--- src/shared/rmhc_pkg.sv ---
// constants, register map and state type of the radio module control block
// assumes a 100 MHz mclk; every count of cycles is derived here from a time
`default_nettype none
package rmhc_pkg;
   // clock and time base
   localparam int CLK_HZ = 100_000_000;
   localparam int T_INIT_US = 100;
   localparam int CYC_INIT = CLK_HZ / 1_000_000 * T_INIT_US;
   localparam int T_UNIT_MS = 1;
   localparam int CYC_MS = CLK_HZ / 1000 * T_UNIT_MS;
   localparam int WOR_HZ = 4096;
   localparam int CYC_WOR = CLK_HZ / WOR_HZ;
   localparam int T_CAL_MS = 2;
   localparam int T_CAL_MAX_MS = 1000;
   localparam int T_READY_MS = 5;
   localparam int T_BRK_MS = 1;
   localparam int CYC_BRK = CYC_MS * T_BRK_MS;
   // register offsets (byte addresses)
   localparam logic [7:0] OFS_FLAGS = 8'h00;
   localparam logic [7:0] OFS_PRESC = 8'h04;
   localparam logic [7:0] OFS_COUNT = 8'h08;
   localparam logic [7:0] OFS_WIN = 8'h0C;
   localparam logic [7:0] OFS_CTRL = 8'h10;
   localparam logic [7:0] OFS_STAT = 8'h14;
   // reset values
   localparam logic [15:0] RST_FLAGS = 16'h0000;
   localparam logic [15:0] RST_PRESC = 16'h1000;
   localparam logic [15:0] RST_COUNT = 16'h0001;
   localparam logic [15:0] RST_WIN = 16'h000A;
   localparam logic [7:0] RST_ADDR = 8'h00;
   localparam logic RST_MODE = 1'b0;
   localparam logic [6:0] RST_PINS = 7'h66;
   // flag bit positions and the defined-bit mask
   localparam int F_CFGPIN = 0;
   localparam int F_DREQ = 1;
   localparam int F_BRK = 2;
   localparam int F_PWR = 3;
   localparam int F_CSUM = 5;
   localparam int F_SNIFF = 7;
   localparam int F_CTS = 8;
   localparam int F_LED = 9;
   localparam logic [15:0] FLAGS_MASK = 16'h03AF;
   // synchroniser lanes
   localparam int P_RST = 0;
   localparam int P_CFG = 1;
   localparam int P_DREQ = 2;
   localparam int P_SLP = 3;
   localparam int P_TRX = 4;
   localparam int P_URX = 5;
   localparam int P_CTS = 6;
   // packet buffers
   localparam int BUF_DEPTH = 64;
   localparam logic [7:0] BCAST_ADDR = 8'hFF;
   typedef enum logic [2:0] {
      ST_HOLD, ST_INIT, ST_BOOT, ST_READY, ST_ACTIVE, ST_SLEEP,
      ST_WOR_WAIT, ST_WOR_RX
   } rmhc_state_type;
endpackage
`default_nettype wire

--- src/verilog/rmhc_core.sv ---
// radio module control: boot/reset handshake on rts, power states with
// timed wake-receive, flag word, and the uart <-> transceiver packet path.
// assumes a classic wishbone master on mclk and asynchronous pins.
//
// Local design decisions: register access over Wishbone and the address map.
`timescale 1ns/1ns
`default_nettype none
// Summary of operation
// - timed wake: receive-ready after countdown times interval divider over 4096 s.
// - receive window lasts the configured milliseconds, then lowest-power sleep.
// - flag bit 0 makes the config pin unable to toggle operating mode.
// - flag bit 1 ignores the transmit request pin, used in transparent mode.
// - flag bit 2 suppresses uart break detection and its mode toggle.
// - flag bit 3 ignores the low-power and transceiver-off pin levels.
// - flag bit 5 accepts any checksum byte in command mode.
// - flag bit 7 skips address filtering, every packet goes to uart.
// - flag bit 8 honours cts; host must drive cts or uart output blocks.
// - flag bit 9 enables the receive and transmit activity outputs.
// - flag bits 0 and 2 together leave only software writes able to change the operating mode.
// - rts high during boot, then low; low for 5 ms means ready.
// - rts rises about 100 us after release, calibration 2 to 1000 ms.
// - sleep entry and exit shown on rts; host waits after waking.
// - uart data buffered until a trigger, then rts high and moved out.
// - radio start on first byte in transceiver fifo, rest fed in chunks.
// - received packet read whole, address checked, then sent to uart.
// - timed wake intervals of divider over 4096 s count the countdown.
// - falling edge on low-power or transceiver-off pin leaves sleep.
module rmhc_core
   import rmhc_pkg::*;
#(
   parameter int CYC_INIT_P = CYC_INIT,
   parameter int CYC_MS_P = CYC_MS,
   parameter int CYC_WOR_P = CYC_WOR,
   parameter int CYC_BRK_P = CYC_BRK,
   parameter int CAL_MS_P = T_CAL_MS
)(
   input wire logic mclk,
   input wire logic rst,
   input wire logic [7:0] wb_adr_i,
   input wire logic [31:0] wb_dat_i,
   input wire logic [3:0] wb_sel_i,
   input wire logic wb_we_i,
   input wire logic wb_cyc_i,
   input wire logic wb_stb_i,
   output logic [31:0] wb_dat_o,
   output logic wb_ack_o,
   input wire logic reset_pin_n,
   input wire logic config_pin_n,
   input wire logic data_req_pin_n,
   input wire logic sleep_pin,
   input wire logic transceiver_off_pin,
   input wire logic uart_rx_pin,
   input wire logic cts_pin_n,
   output logic rts_pin_n,
   output logic rx_led,
   output logic tx_led,
   output logic receive_indicate_pin_n,
   input wire logic hin_valid,
   input wire logic [7:0] hin_data,
   output logic hin_ready,
   input wire logic pkt_end,
   output logic hout_valid,
   output logic [7:0] hout_data,
   input wire logic hout_ready,
   output logic txf_valid,
   output logic [7:0] txf_data,
   input wire logic txf_ready,
   output logic radio_tx_start,
   input wire logic rxf_valid,
   input wire logic [7:0] rxf_data,
   input wire logic rxf_last,
   input wire logic cs_ok_in,
   output logic cs_accept,
   output logic op_mode,
   output logic ready
);
   rmhc_state_type st_reg, st_next;
   logic [6:0] s1_reg, s2_reg, s3_reg, stb_reg, stp_reg;
   logic [15:0] flags_reg, presc_reg, count_reg, win_reg, act_flags;
   logic [7:0] addr_reg, dest;
   logic [31:0] cyc_reg, unit_reg, cyc_lim, unit_tgt, brk_reg;
   logic wrap, done, idle, sleep_eff, trx_eff, wake_fall, uart_on, rx_on;
   logic mode_tgl, brk_evt, wb_hit, wb_wr, rts_next, cts_ok, pass;
   logic tx_trig, tx_move, rx_out, rx_take;
   logic [6:0] tx_cnt, tx_rd, rx_cnt, rx_rd;
   logic [7:0] tx_mem [BUF_DEPTH];
   logic [7:0] rx_mem [BUF_DEPTH];

   // merge the low half-word of a bus write under its byte enables
   function automatic logic [15:0] wmerge(input logic [15:0] old,
         input logic [31:0] d, input logic [3:0] sel);
      wmerge = {sel[1] ? d[15:8] : old[15:8], sel[0] ? d[7:0] : old[7:0]};
   endfunction

   // three-stage synchronisers; a lane counts once stages two and three agree
   always_ff @(posedge mclk) begin
      if (rst) begin
         s1_reg <= RST_PINS;
         s2_reg <= RST_PINS;
         s3_reg <= RST_PINS;
         stb_reg <= RST_PINS;
         stp_reg <= RST_PINS;
      end else begin
         s1_reg <= {cts_pin_n, uart_rx_pin, transceiver_off_pin, sleep_pin,
                    data_req_pin_n, config_pin_n, reset_pin_n};
         s2_reg <= s1_reg;
         s3_reg <= s2_reg;
         stb_reg <= (s2_reg & s3_reg) | (stb_reg & (s2_reg ^ s3_reg));
         stp_reg <= stb_reg;
      end
   end

   // power pins; ignoring them keeps the block awake
   assign sleep_eff = stb_reg[P_SLP] & ~act_flags[F_PWR];
   assign trx_eff = stb_reg[P_TRX] & ~act_flags[F_PWR];
   assign wake_fall = (stp_reg[P_SLP] & ~stb_reg[P_SLP]) |
                      (stp_reg[P_TRX] & ~stb_reg[P_TRX]);
   assign idle = ~tx_move & (tx_cnt == 7'h00) & ~rx_out;
   assign uart_on = (st_reg == ST_ACTIVE) | (st_reg == ST_WOR_RX);
   assign rx_on = uart_on & ~trx_eff;

   // per-state cycle limit and unit target of the shared timer
   always_comb begin
      cyc_lim = 32'(CYC_MS_P);
      unit_tgt = 32'h00000000;
      unique case (st_reg)
         ST_INIT: begin
            cyc_lim = 32'(CYC_INIT_P);
            unit_tgt = 32'h00000001;
         end
         ST_BOOT: unit_tgt = 32'(CAL_MS_P);
         ST_READY: unit_tgt = 32'(T_READY_MS);
         ST_WOR_WAIT: begin
            cyc_lim = 32'(CYC_WOR_P);
            unit_tgt = {16'h0000, presc_reg} * {16'h0000, count_reg};
         end
         ST_WOR_RX: unit_tgt = {16'h0000, win_reg};
         ST_HOLD, ST_ACTIVE, ST_SLEEP: unit_tgt = 32'h00000000;
      endcase
   end
   assign wrap = cyc_reg >= cyc_lim - 32'h00000001;
   assign done = wrap & (unit_reg + 32'h00000001 >= unit_tgt);

   // power and boot sequence; a low reset pin overrides every state
   always_comb begin
      st_next = st_reg;
      if (!stb_reg[P_RST]) begin
         st_next = ST_HOLD;
      end else begin
         unique case (st_reg)
            ST_HOLD: st_next = ST_INIT;
            ST_INIT: if (done) st_next = ST_BOOT;
            ST_BOOT: if (done) st_next = ST_READY;
            ST_READY: if (done) st_next = ST_ACTIVE;
            ST_ACTIVE: begin
               if (idle && sleep_eff) begin
                  st_next = trx_eff ? ST_SLEEP : ST_WOR_WAIT;
               end
            end
            ST_SLEEP: if (wake_fall) st_next = ST_READY;
            ST_WOR_WAIT: begin
               if (wake_fall) st_next = ST_READY;
               else if (done) st_next = ST_WOR_RX;
            end
            ST_WOR_RX: begin
               if (wake_fall) st_next = ST_READY;
               else if (done) st_next = ST_SLEEP;
            end
         endcase
      end
   end

   always_ff @(posedge mclk) begin
      if (rst) st_reg <= ST_HOLD;
      else st_reg <= st_next;
   end

   // shared timer restarts on every state change
   always_ff @(posedge mclk) begin
      if (rst || st_next != st_reg) begin
         cyc_reg <= 32'h00000000;
         unit_reg <= 32'h00000000;
      end else if (wrap) begin
         cyc_reg <= 32'h00000000;
         unit_reg <= unit_reg + 32'h00000001;
      end else begin
         cyc_reg <= cyc_reg + 32'h00000001;
      end
   end

   // rts: high while booting, asleep, or while uart input must stop
   always_comb begin
      unique case (st_reg)
         ST_HOLD, ST_INIT, ST_READY: rts_next = 1'b0;
         ST_BOOT, ST_SLEEP, ST_WOR_WAIT: rts_next = 1'b1;
         ST_ACTIVE, ST_WOR_RX: rts_next = tx_move | tx_trig |
                                          (7'(BUF_DEPTH) == tx_cnt);
      endcase
   end

   // active flags taken as the boot starts, reserved bits dropped
   always_ff @(posedge mclk) begin
      if (rst) begin
         act_flags <= 16'h0000;
         rts_pin_n <= 1'b0;
         ready <= 1'b0;
         cs_accept <= 1'b0;
      end else begin
         if (st_reg == ST_INIT && done) act_flags <= flags_reg & FLAGS_MASK;
         rts_pin_n <= rts_next;
         ready <= st_reg == ST_ACTIVE;
         cs_accept <= cs_ok_in | act_flags[F_CSUM];
      end
   end

   // break: rx line held low for the break time gives one event
   always_ff @(posedge mclk) begin
      if (rst || stb_reg[P_URX]) brk_reg <= 32'h00000000;
      else if (brk_reg != 32'(CYC_BRK_P)) brk_reg <= brk_reg + 32'h00000001;
   end
   assign brk_evt = brk_reg == 32'(CYC_BRK_P - 1);
   assign mode_tgl = (stp_reg[P_CFG] & ~stb_reg[P_CFG] & ~act_flags[F_CFGPIN])
                     | (brk_evt & ~act_flags[F_BRK]);

   // operating mode: software sets it, the config pin and break toggle it
   always_ff @(posedge mclk) begin
      if (rst) op_mode <= RST_MODE;
      else if (wb_wr && wb_adr_i == OFS_CTRL && wb_sel_i[0]) op_mode <= wb_dat_i[0];
      else if (mode_tgl) op_mode <= ~op_mode;
   end

   // transmit trigger; the request pin counts only in transparent mode
   assign tx_trig = ~tx_move & (tx_cnt != 7'h00) & (pkt_end |
                    (tx_cnt == 7'(BUF_DEPTH)) | (stp_reg[P_DREQ] &
                    ~stb_reg[P_DREQ] & ~op_mode & ~act_flags[F_DREQ]));
   assign hin_ready = uart_on & ~tx_move & (tx_cnt != 7'(BUF_DEPTH));
   assign txf_valid = tx_move;
   assign txf_data = tx_mem[tx_rd[5:0]];

   // buffer storage needs no reset
   always_ff @(posedge mclk) begin
      if (hin_valid && hin_ready) tx_mem[tx_cnt[5:0]] <= hin_data;
      if (rx_take) rx_mem[rx_cnt[5:0]] <= rxf_data;
   end

   // transmit path: fill, then stream to the transceiver fifo with stalls
   always_ff @(posedge mclk) begin
      if (rst || st_reg == ST_HOLD) begin
         tx_cnt <= 7'h00;
         tx_rd <= 7'h00;
         tx_move <= 1'b0;
         radio_tx_start <= 1'b0;
      end else begin
         radio_tx_start <= 1'b0;
         if (hin_valid && hin_ready) tx_cnt <= tx_cnt + 7'h01;
         if (tx_trig) begin
            tx_move <= 1'b1;
            tx_rd <= 7'h00;
         end
         if (tx_move && txf_ready) begin
            tx_rd <= tx_rd + 7'h01;
            radio_tx_start <= tx_rd == 7'h00;
            if (tx_rd == tx_cnt - 7'h01) begin
               tx_move <= 1'b0;
               tx_cnt <= 7'h00;
            end
         end
      end
   end

   // receive: whole packet stored, destination byte checked at its end
   assign rx_take = rxf_valid & rx_on & ~rx_out & (rx_cnt != 7'(BUF_DEPTH));
   assign dest = (rx_cnt == 7'h00) ? rxf_data : rx_mem[0];
   assign pass = act_flags[F_SNIFF] | (dest == addr_reg) |
                 (dest == BCAST_ADDR);
   assign cts_ok = ~act_flags[F_CTS] | ~stb_reg[P_CTS];
   assign hout_valid = rx_out & cts_ok;
   assign hout_data = rx_mem[rx_rd[5:0]];

   always_ff @(posedge mclk) begin
      if (rst || st_reg == ST_HOLD) begin
         rx_cnt <= 7'h00;
         rx_rd <= 7'h00;
         rx_out <= 1'b0;
      end else if (rx_take) begin
         rx_cnt <= rx_cnt + 7'h01;
         if (rxf_last) begin
            rx_rd <= 7'h00;
            if (pass) rx_out <= 1'b1;
            else rx_cnt <= 7'h00;
         end
      end else if (rxf_valid && rxf_last && !rx_out) begin
         rx_cnt <= 7'h00; // truncated packet is dropped
      end else if (hout_valid && hout_ready) begin
         rx_rd <= rx_rd + 7'h01;
         if (rx_rd == rx_cnt - 7'h01) begin
            rx_out <= 1'b0;
            rx_cnt <= 7'h00;
         end
      end
   end

   // activity outputs follow the flag
   assign rx_led = act_flags[F_LED] & rx_out;
   assign tx_led = act_flags[F_LED] & tx_move;
   assign receive_indicate_pin_n = ~rx_out;

   // wishbone slave: one wait state, unmapped reads zero, writes dropped
   assign wb_hit = wb_cyc_i & wb_stb_i & ~wb_ack_o;
   assign wb_wr = wb_hit & wb_we_i;
   always_ff @(posedge mclk) begin
      if (rst) begin
         wb_ack_o <= 1'b0;
         wb_dat_o <= 32'h00000000;
      end else begin
         wb_ack_o <= wb_hit;
         unique case (wb_adr_i)
            OFS_FLAGS: wb_dat_o <= {16'h0000, flags_reg};
            OFS_PRESC: wb_dat_o <= {16'h0000, presc_reg};
            OFS_COUNT: wb_dat_o <= {16'h0000, count_reg};
            OFS_WIN: wb_dat_o <= {16'h0000, win_reg};
            OFS_CTRL: wb_dat_o <= {16'h0000, addr_reg, 7'h00, op_mode};
            OFS_STAT: wb_dat_o <= {act_flags, 8'h00, tx_move, ready,
                                   op_mode, rts_pin_n, 1'b0, st_reg};
            default: wb_dat_o <= 32'h00000000;
         endcase
      end
   end

   // configuration registers
   always_ff @(posedge mclk) begin
      if (rst) begin
         flags_reg <= RST_FLAGS;
         presc_reg <= RST_PRESC;
         count_reg <= RST_COUNT;
         win_reg <= RST_WIN;
         addr_reg <= RST_ADDR;
      end else if (wb_wr) begin
         unique case (wb_adr_i)
            OFS_FLAGS: flags_reg <= wmerge(flags_reg, wb_dat_i, wb_sel_i);
            OFS_PRESC: presc_reg <= wmerge(presc_reg, wb_dat_i, wb_sel_i);
            OFS_COUNT: count_reg <= wmerge(count_reg, wb_dat_i, wb_sel_i);
            OFS_WIN: win_reg <= wmerge(win_reg, wb_dat_i, wb_sel_i);
            OFS_CTRL: if (wb_sel_i[1]) addr_reg <= wb_dat_i[15:8];
            default: ;
         endcase
      end
   end

   a_trig_rts: assert property (@(posedge mclk) disable iff (rst)
      tx_trig && st_reg == ST_ACTIVE |=> rts_pin_n && tx_move)
      else $error("rts not raised on packet trigger");
   a_led_gate: assert property (@(posedge mclk) disable iff (rst)
      !act_flags[F_LED] |-> !rx_led && !tx_led)
      else $error("activity output while disabled");
   a_cts_hold: assert property (@(posedge mclk) disable iff (rst)
      act_flags[F_CTS] && stb_reg[P_CTS] |-> !hout_valid)
      else $error("uart output despite cts");
   a_mode_lock: assert property (@(posedge mclk) disable iff (rst)
      act_flags[F_CFGPIN] && act_flags[F_BRK] && !wb_wr
      |=> $stable(op_mode))
      else $error("operating mode changed while locked");
   a_boot_rts: assert property (@(posedge mclk) disable iff (rst)
      st_reg == ST_INIT && st_next == ST_BOOT
      |-> cyc_reg == 32'(CYC_INIT_P - 1) ##2 rts_pin_n)
      else $error("rts not raised after boot delay");
   a_sniff_pass: assert property (@(posedge mclk) disable iff (rst)
      rx_take && rxf_last && act_flags[F_SNIFF] |=> rx_out)
      else $error("packet dropped in sniffer mode");
   a_csum_any: assert property (@(posedge mclk) disable iff (rst)
      act_flags[F_CSUM] |=> cs_accept)
      else $error("checksum refused with debug flag");
   a_ack_pulse: assert property (@(posedge mclk) disable iff (rst)
      wb_cyc_i && wb_stb_i && !wb_ack_o |=> wb_ack_o ##1 !wb_ack_o)
      else $error("bus acknowledge not a single cycle");
   a_sleep_ign: assert property (@(posedge mclk) disable iff (rst)
      act_flags[F_PWR] && st_reg == ST_ACTIVE |=> st_reg != ST_SLEEP
      && st_reg != ST_WOR_WAIT)
      else $error("sleep entered with power pins ignored");
endmodule
`default_nettype wire
--- config.mk ---
export PLATFORM = sky130hd
export DESIGN_NAME = rmhc_core
export DESIGN_NICKNAME = d
export VERILOG_FILES = /design/src/shared/rmhc_pkg.sv /design/src/verilog/rmhc_core.sv
export SDC_FILE = /design/constraint.sdc
export NUM_CORES = 2
export LEC_CHECK = 0
export ABC_AREA = 0
export BUFFER_PORTS_ARGS = -buffer_cell sky130_fd_sc_hd__buf_4
export CAP_MARGIN = 30
export CORE_ASPECT_RATIO = 1.75
export CORE_MARGIN = 2
export CORE_UTILIZATION = 48
export CTS_CLUSTER_DIAMETER = 200
export DETAILED_ROUTE_END_ITERATION = 8
export HOLD_SLACK_MARGIN = 0.02
export PLACE_DENSITY_LB_ADDON = 0.3
export SLEW_MARGIN = 20
export SYNTH_ARGS = -nofsm -noshare
export SYNTH_HDL_FRONTEND = slang
export SYNTH_SLANG_ARGS = --single-unit
--- constraint.sdc ---
create_clock -name mclk -period 23.3 [get_ports mclk]
set_input_delay 3.495 -clock mclk [delete_from_list [all_inputs] [get_ports mclk]]
set_output_delay 3.495 -clock mclk [all_outputs]
set_load 0.05 [all_outputs]
# Word level (Yosys, flattened, before mapping)
# Memory sizes are Yosys's and may differ from the RTL's. A register that Yosys moved wholly into a read port is not among the register bits.
# Cells that the tools add are included.
# word_totals
register_bits	280
ram_bits	1024
wordCells	225
memories	2
# op_classes
add_sub_neg	10
n_mul	1
order_cmp	2
n_eq_ne	26
muxes	51
n_bitwise	58
n_reduce_logical	43
# memory_table
memory	depth	word_bits	rd	rd_clocked_by_memory_dff	write_ports	line	rtl
rx_mem	64	8	2	1	1	rmhc_core.sv:87	logic [7:0] rx_mem [BUF_DEPTH];
tx_mem	64	8	1	1	1	rmhc_core.sv:86	logic [7:0] tx_mem [BUF_DEPTH];
# op_table
op	count
$pmux 32 s6	1
$pmux 26 s6	1
$mux 7	15
$add 32x1->32 const B	3
$ge 32x32->1	2
$pmux 17 s2	1
$eq 32x17->1 const B	1
$mul 16x16->32	1
$ne 32x17->1 const B	1
$sub 32x1->32 const B	1
$mux 3	10
$reduce_and 3->1	10
$add 7x1->7 const B	4
$and 1x1->1	27
$mux 6	4
$pmux 3 s8	1
$logic_not 7->1	3
$eq 8x4->1 const B	2
$eq 8x5->1 const B	2
$not 1->1	16
$mux 1	15
$and 7x7->7	2
$eq 7x7->1	2
$ne 7x7->1 const B	2
29 further kinds	64

# Longest topological paths before layout
# depth
ltp_word	12
ltp_mapped	34
ltp_nobuf	32

# Worst setup path after synthesis
# No wires, ideal clock.
# synth_timing
path_kind	register to register
start	register count_reg[7]
end	register cyc_reg[2]
setup_time_ns	0.135
arrival_time_ns	8.221
path_slack_ns	14.945
path_stages_with_launch	34
n_path_buf	3
period_less_slack_ns	8.355
cell_sequence	dfxtp_1 clkbuf_1 clkbuf_1 nand2_1 fa_1 inv_1 fa_1 inv_1 fa_1 inv_1 fa_1 fa_1 inv_1 fa_1 inv_1 ha_1 a21o_1 or4_1 a221oi_1 o211ai_1 nand3_1 nor4b_1 o21a_1 o21ai_0 ha_1 nand4_1 or3_1 or4_1 a2111oi_0 or3_1 nand2_2 o21ai_2 buf_4 nor3_1
# synth_between
elab_chain_len	11
# synth_rtl
element	line	rtl
start: declaration	rmhc_core.sv:79	logic [15:0] flags_reg, presc_reg, count_reg, win_reg, act_flags;
start signal: assignment	rmhc_core.sv:342	OFS_COUNT: count_reg <= wmerge(count_reg, wb_dat_i, wb_sel_i);
$mul 16x16->32 (*)	rmhc_core.sv:135	unit_tgt = {16'h0000, presc_reg} * {16'h0000, count_reg};
$pmux 32 s6 (*)	rmhc_core.sv:126	unique case (st_reg)
$ge 32x32->1 (*)	rmhc_core.sv:142	assign done = wrap & (unit_reg + 32'h00000001 >= unit_tgt);
$and 1x1->1 (*)	rmhc_core.sv:142	
$mux 3, on equally long branches	rmhc_core.sv:167, rmhc_core.sv:163	
$mux 3, on equally long branches	rmhc_core.sv:166, rmhc_core.sv:162	
$pmux 3 s8 (*)	rmhc_core.sv:150	unique case (st_reg)
$mux 3 (*)	rmhc_core.sv:147	if (!stb_reg[P_RST]) begin
$ne 3x3->1 (*)	rmhc_core.sv:180	if (rst || st_next != st_reg) begin
$logic_or 1x1->1 (*)	rmhc_core.sv:180	
$reduce_or 2->1 (no line) (*)	n/a	
end signal: assignment	rmhc_core.sv:187	cyc_reg <= cyc_reg + 32'h00000001;
end: declaration	rmhc_core.sv:81	logic [31:0] cyc_reg, unit_reg, cyc_lim, unit_tgt, brk_reg;
# Mark *: on every way between the ends. The rest lies on a longest branch, timed or not.
# A chain may end at the register's enable or synchronous reset.

# Worst setup path after layout
# layout_timing
start	register presc_reg[13]
end	register unit_reg[29]
# layout_between
elab_chain_len	10
# layout_rtl
element	line	rtl
start: declaration	rmhc_core.sv:79	
start signal: assignment	rmhc_core.sv:341	OFS_PRESC: presc_reg <= wmerge(presc_reg, wb_dat_i, wb_sel_i);
$mul 16x16->32 (*)	rmhc_core.sv:135	
$pmux 32 s6 (*)	rmhc_core.sv:126	
$ge 32x32->1 (*)	rmhc_core.sv:142	
$and 1x1->1 (*)	rmhc_core.sv:142	
$mux 3, on equally long branches	rmhc_core.sv:167, rmhc_core.sv:163	
$mux 3, on equally long branches	rmhc_core.sv:166, rmhc_core.sv:162	
$pmux 3 s8 (*)	rmhc_core.sv:150	
$mux 3 (*)	rmhc_core.sv:147	
$ne 3x3->1 (*)	rmhc_core.sv:180	
$logic_or 1x1->1 (*)	rmhc_core.sv:180	
end signal: assignment	rmhc_core.sv:185	unit_reg <= unit_reg + 32'h00000001;
end: declaration	rmhc_core.sv:81	
# Marks and branches as above.

==> impl_summary.txt <==
----------------------------------------------------
[Outcome]
  Status ... completed

[Logic synthesis]
  Number of flops mapped to enable cells by yosys ... 1024
  Async SR Flop Fraction ... 0
  Mean area per synthesized cell ... 14.7 um2
  Synth warn ... 0
  Post-synth top flop ... edfxtp_1
  Synthesis-stage register bit count ... 1307
  Cell count after synthesis ... between 4000 and 5000
  Portion of the post-synthesis area used by sequential elements ... 0.595
  Area of the mapped netlist ... 61200 um2
  Post-synth cell types ... 79

[Hold path]
  Worst hold path cell count ... 1
  Worst min-delay path class ... register to register

[Route]
  DRC viols ... 0
  Count of routing violations after the opening detailed-route iteration ... 2918
  Via total after detailed routing ... 34700
  Number of antenna-violating nets in the routed design ... 0
  Routed wirelength normalized by instance count ... roughly 25 um
  Via density per instance ... 5.76
  1st-pass router iterations ... 6
  Routed WL ... 148000 um

[Floorplan]
  Effective utilization at floorplan ... 0.483
  CORE AREA ... 127000 um2
  Height of the die ... 476 um
  Number of placement rows ... approximately 170
  Area enclosed by the die boundary ... about 130000 um2
  Die W ... 274 um
  IO Count ... 139

[Timing]
  Fmax achieved ... a little under 0.1 GHz
  Final period utilization ... 0.447
  Time the final worst path needs with I/O delays and setup ... 10410 ps
  Setup repair after global routing missed its margin ... false
  Setup Viol. Count Final ... 0
  Worst hold slack ... slightly above 400 ps
  Sum of negative setup slack ... 0 ps
  Tightest slew margin relative to the limit ... 0.329
  Final-report max-slew violation count ... 0
  Slew of the pin with the lowest slew margin ... approximately 1000 ps
  Setup Skew ... 52.7 ps
  Final Hold Viols ... 0

[Placement]
  Count of port buffers added during placement ... 112
  Placed wire-length estimate ... 105000 um
  GPL Wtd Cong ... 0.981
  Placed Instances ... 5786

[Critical path]
  Top cell family by delay on the critical path ... adder cells
  Critical Path End Type ... register
  CP arrival ... 10980 ps
  Worst-case reg-to-reg path depth ... 29
  Cell with the largest stage delay on the worst path ... dfxtp_1
  Logic depth of the worst setup path including buffers ... 29
  Sort of element at the start of the critical path ... register
  Highest cell delay on the worst timing path ... 970 ps
  Buf/Inv on CP ... 4
  Maximum fanout along the worst path ... 50
  WS Path Type ... register to register
  Crit-path most repeated cell ... fa_1
  Required time reported for the critical path endpoint ... 23870 ps

[Global routing]
  Layer carrying the most global-route usage ... met2
  Grt met2 use ... 0.423
  Met1 track demand over resource ... 0.252
  Remaining global-route overflow ... 0
  Met3 track demand over resource in global routing ... 0.0411
  Global-route wire length before repair ... 222000 um
  All-Layer GR Usage ... 0.230
  Antenna violations before repair ... 25
  Maximum number of pins on one net before global-route repair ... 98
  Via count of the first global-routing pass ... 35600

[Clocking]
  Total CTS buffers ... 114
  Clock tree from TritonCTS ... done
  Register clock-pin slew on the reported worst setup and hold paths ... 70 ps
  CTS H-Tree Depth ... 3
  Maximum number of buffers from clock root to sink ... 3
  Post-CTS Resized ... 0
  Clock Sink Count ... between 1000 and 1500
  Buffer type at the clock tree root ... clkbuf_16
  Post-CTS Hold Buffers ... 0
  Post-CTS Repair Setup Buffers ... 0
  Clock insertion delay at the later pin of the skew report ... around 750 ps

[Pwr]
  Static leakage power ... 23.2 nW
  Power Dens Cells ... slightly below 70 nW/um2
  Worst ir drop on vdd ... 0.0871 mV
  Total power draw ... 0.00461 W

[Layout]
  Filler instances ... 10200
  P&R area growth vs syn ... 10.9%
  Proportion of layout cells with a drive suffix above 1 ... 0.166
  Layout net count ... 4684
  Non-filler instance count after layout ... roughly 6000

[Flow run]
  Max-cap violations ... 0

----------------------------------------------------
-- cell type report --
cell class / instances / area (um2) / area share
diodes: 11 / 27.5 / 0.000406
inverters: 268 / 1010 / 0.0148
multi-input cells: 2400 / 23000 / 0.339
repair buffers: 153 / 1240 / 0.0183
well taps: 1662 / 2080 / 0.0307
flip-flops and latches: 1307 / 36400 / 0.537
clock inverters: 80 / 1040 / 0.0153
clock buffers: 134 / 2990 / 0.0441
-- path summary, 6_finish.rpt --
check	start	to	slack, ps
max	presc_reg[13]	unit_reg[29]	12890
min	s1_reg[1]	s2_reg[1]	420
max reg2reg	presc_reg[13]	unit_reg[29]	12890
min reg2reg	s1_reg[1]	s2_reg[1]	420
-- per-stage QoR --
step / area, um2 / setup slack, ps / utilization
2_1_floorplan: 61200 / 14940 / -
3_3_place_gp: 63600 / 13210 / 0.502
3_5_place_dp: 63700 / 12970 / 0.503
4_1_cts: 67700 / 12930 / 0.535
5_1_grt: 67800 / 12630 / 0.535
6_report: 67800 / 12890 / 0.535
-- synthesized netlist by cell type (7+ instances only) --
library cell	instances	area, um2
buf_1	37	139
a211oi_1	15	113
and2_1	138	863
nor4_1	14	87.6
a31oi_1	15	93.8
nor3_1	41	205
xnor2_1	79	692
nand4_1	24	150
edfxtp_1	1024	30700
o21ai_0	42	210
nand2_1	356	1340
a22o_1	12	105
mux4_2	336	7570
nand2b_1	20	125
nor2_1	318	1190
and3_1	54	338
and4_1	7	61.3
inv_1	266	998
a222oi_1	7	70.1
or2_2	21	131
clkbuf_1	145	544
buf_2	11	55.1
mux2i_1	25	250
nand3_1	104	521
dfxtp_1	283	5670
xor2_1	81	709
buf_4	14	105
a211o_1	7	61.3
ha_1	167	2090
fa_1	194	3880
a21o_1	21	158
a21oi_1	126	631
or3_1	19	119
nor2b_1	22	138
a22oi_1	25	188
-- worst reg2reg max path, delay by kind of cell, from the launching register on --
kind,cells,cell delay [ps]
AND/OR/NAND/NOR,10,3030
buffers and inverters,4,610
flip-flops,1,970
AO/OA/AOI/OAI,7,1890
adder cells (fa/ha/maj),8,3750
-- layout by cell type, fill, tap and decap left out, types with 42 or more instances in the layout --
cell type,count
a21oi_1,126
and2_1,138
and3_1,54
buf_4,145
clkbuf_16,116
dfxtp_1,277
edfxtp_1,1024
fa_1,194
ha_1,167
inv_1,266
mux4_2,336
nand2_1,356
nand3_1,103
nor2_1,318
o21ai_0,42
xnor2_1,79
xor2_1,81
-- metal layers --
| metal | vias up | share of wire |
|---|---|---|
| li1 | 15500 | - |
| met1 | 17700 | 0.34 |
| met2 | 1134 | 0.55 |
| met3 | 333 | 0.062 |
| met4 | 18 | 0.052 |
| met5 | - | 0.00077 |
-- power by group --
| part | total (W) | internal, W | leakage, nW | switching (W) |
|---|---|---|---|---|
| clock | 0.00202 | 0.00116 | 1.94 | 0.000865 |
| combinational | 0.0000680 | 0.0000143 | 9.76 | 0.0000537 |
| sequential | 0.00251 | 0.00251 | 11.5 | 0.00000221 |
-- cells by family after synthesis --
logic type,after synthesis,synth area share
flip-flops,1307,0.595
AND/OR/NAND/NOR,1169,0.0907
buffers and inverters,476,0.0304
multiplexers,362,0.128
adder cells (fa/ha/maj),361,0.0977
AO/OA/AOI/OAI,325,0.0348
XOR/XNOR,160,0.0229
other,2,0.000123
(Power assumes the default switching activity.)
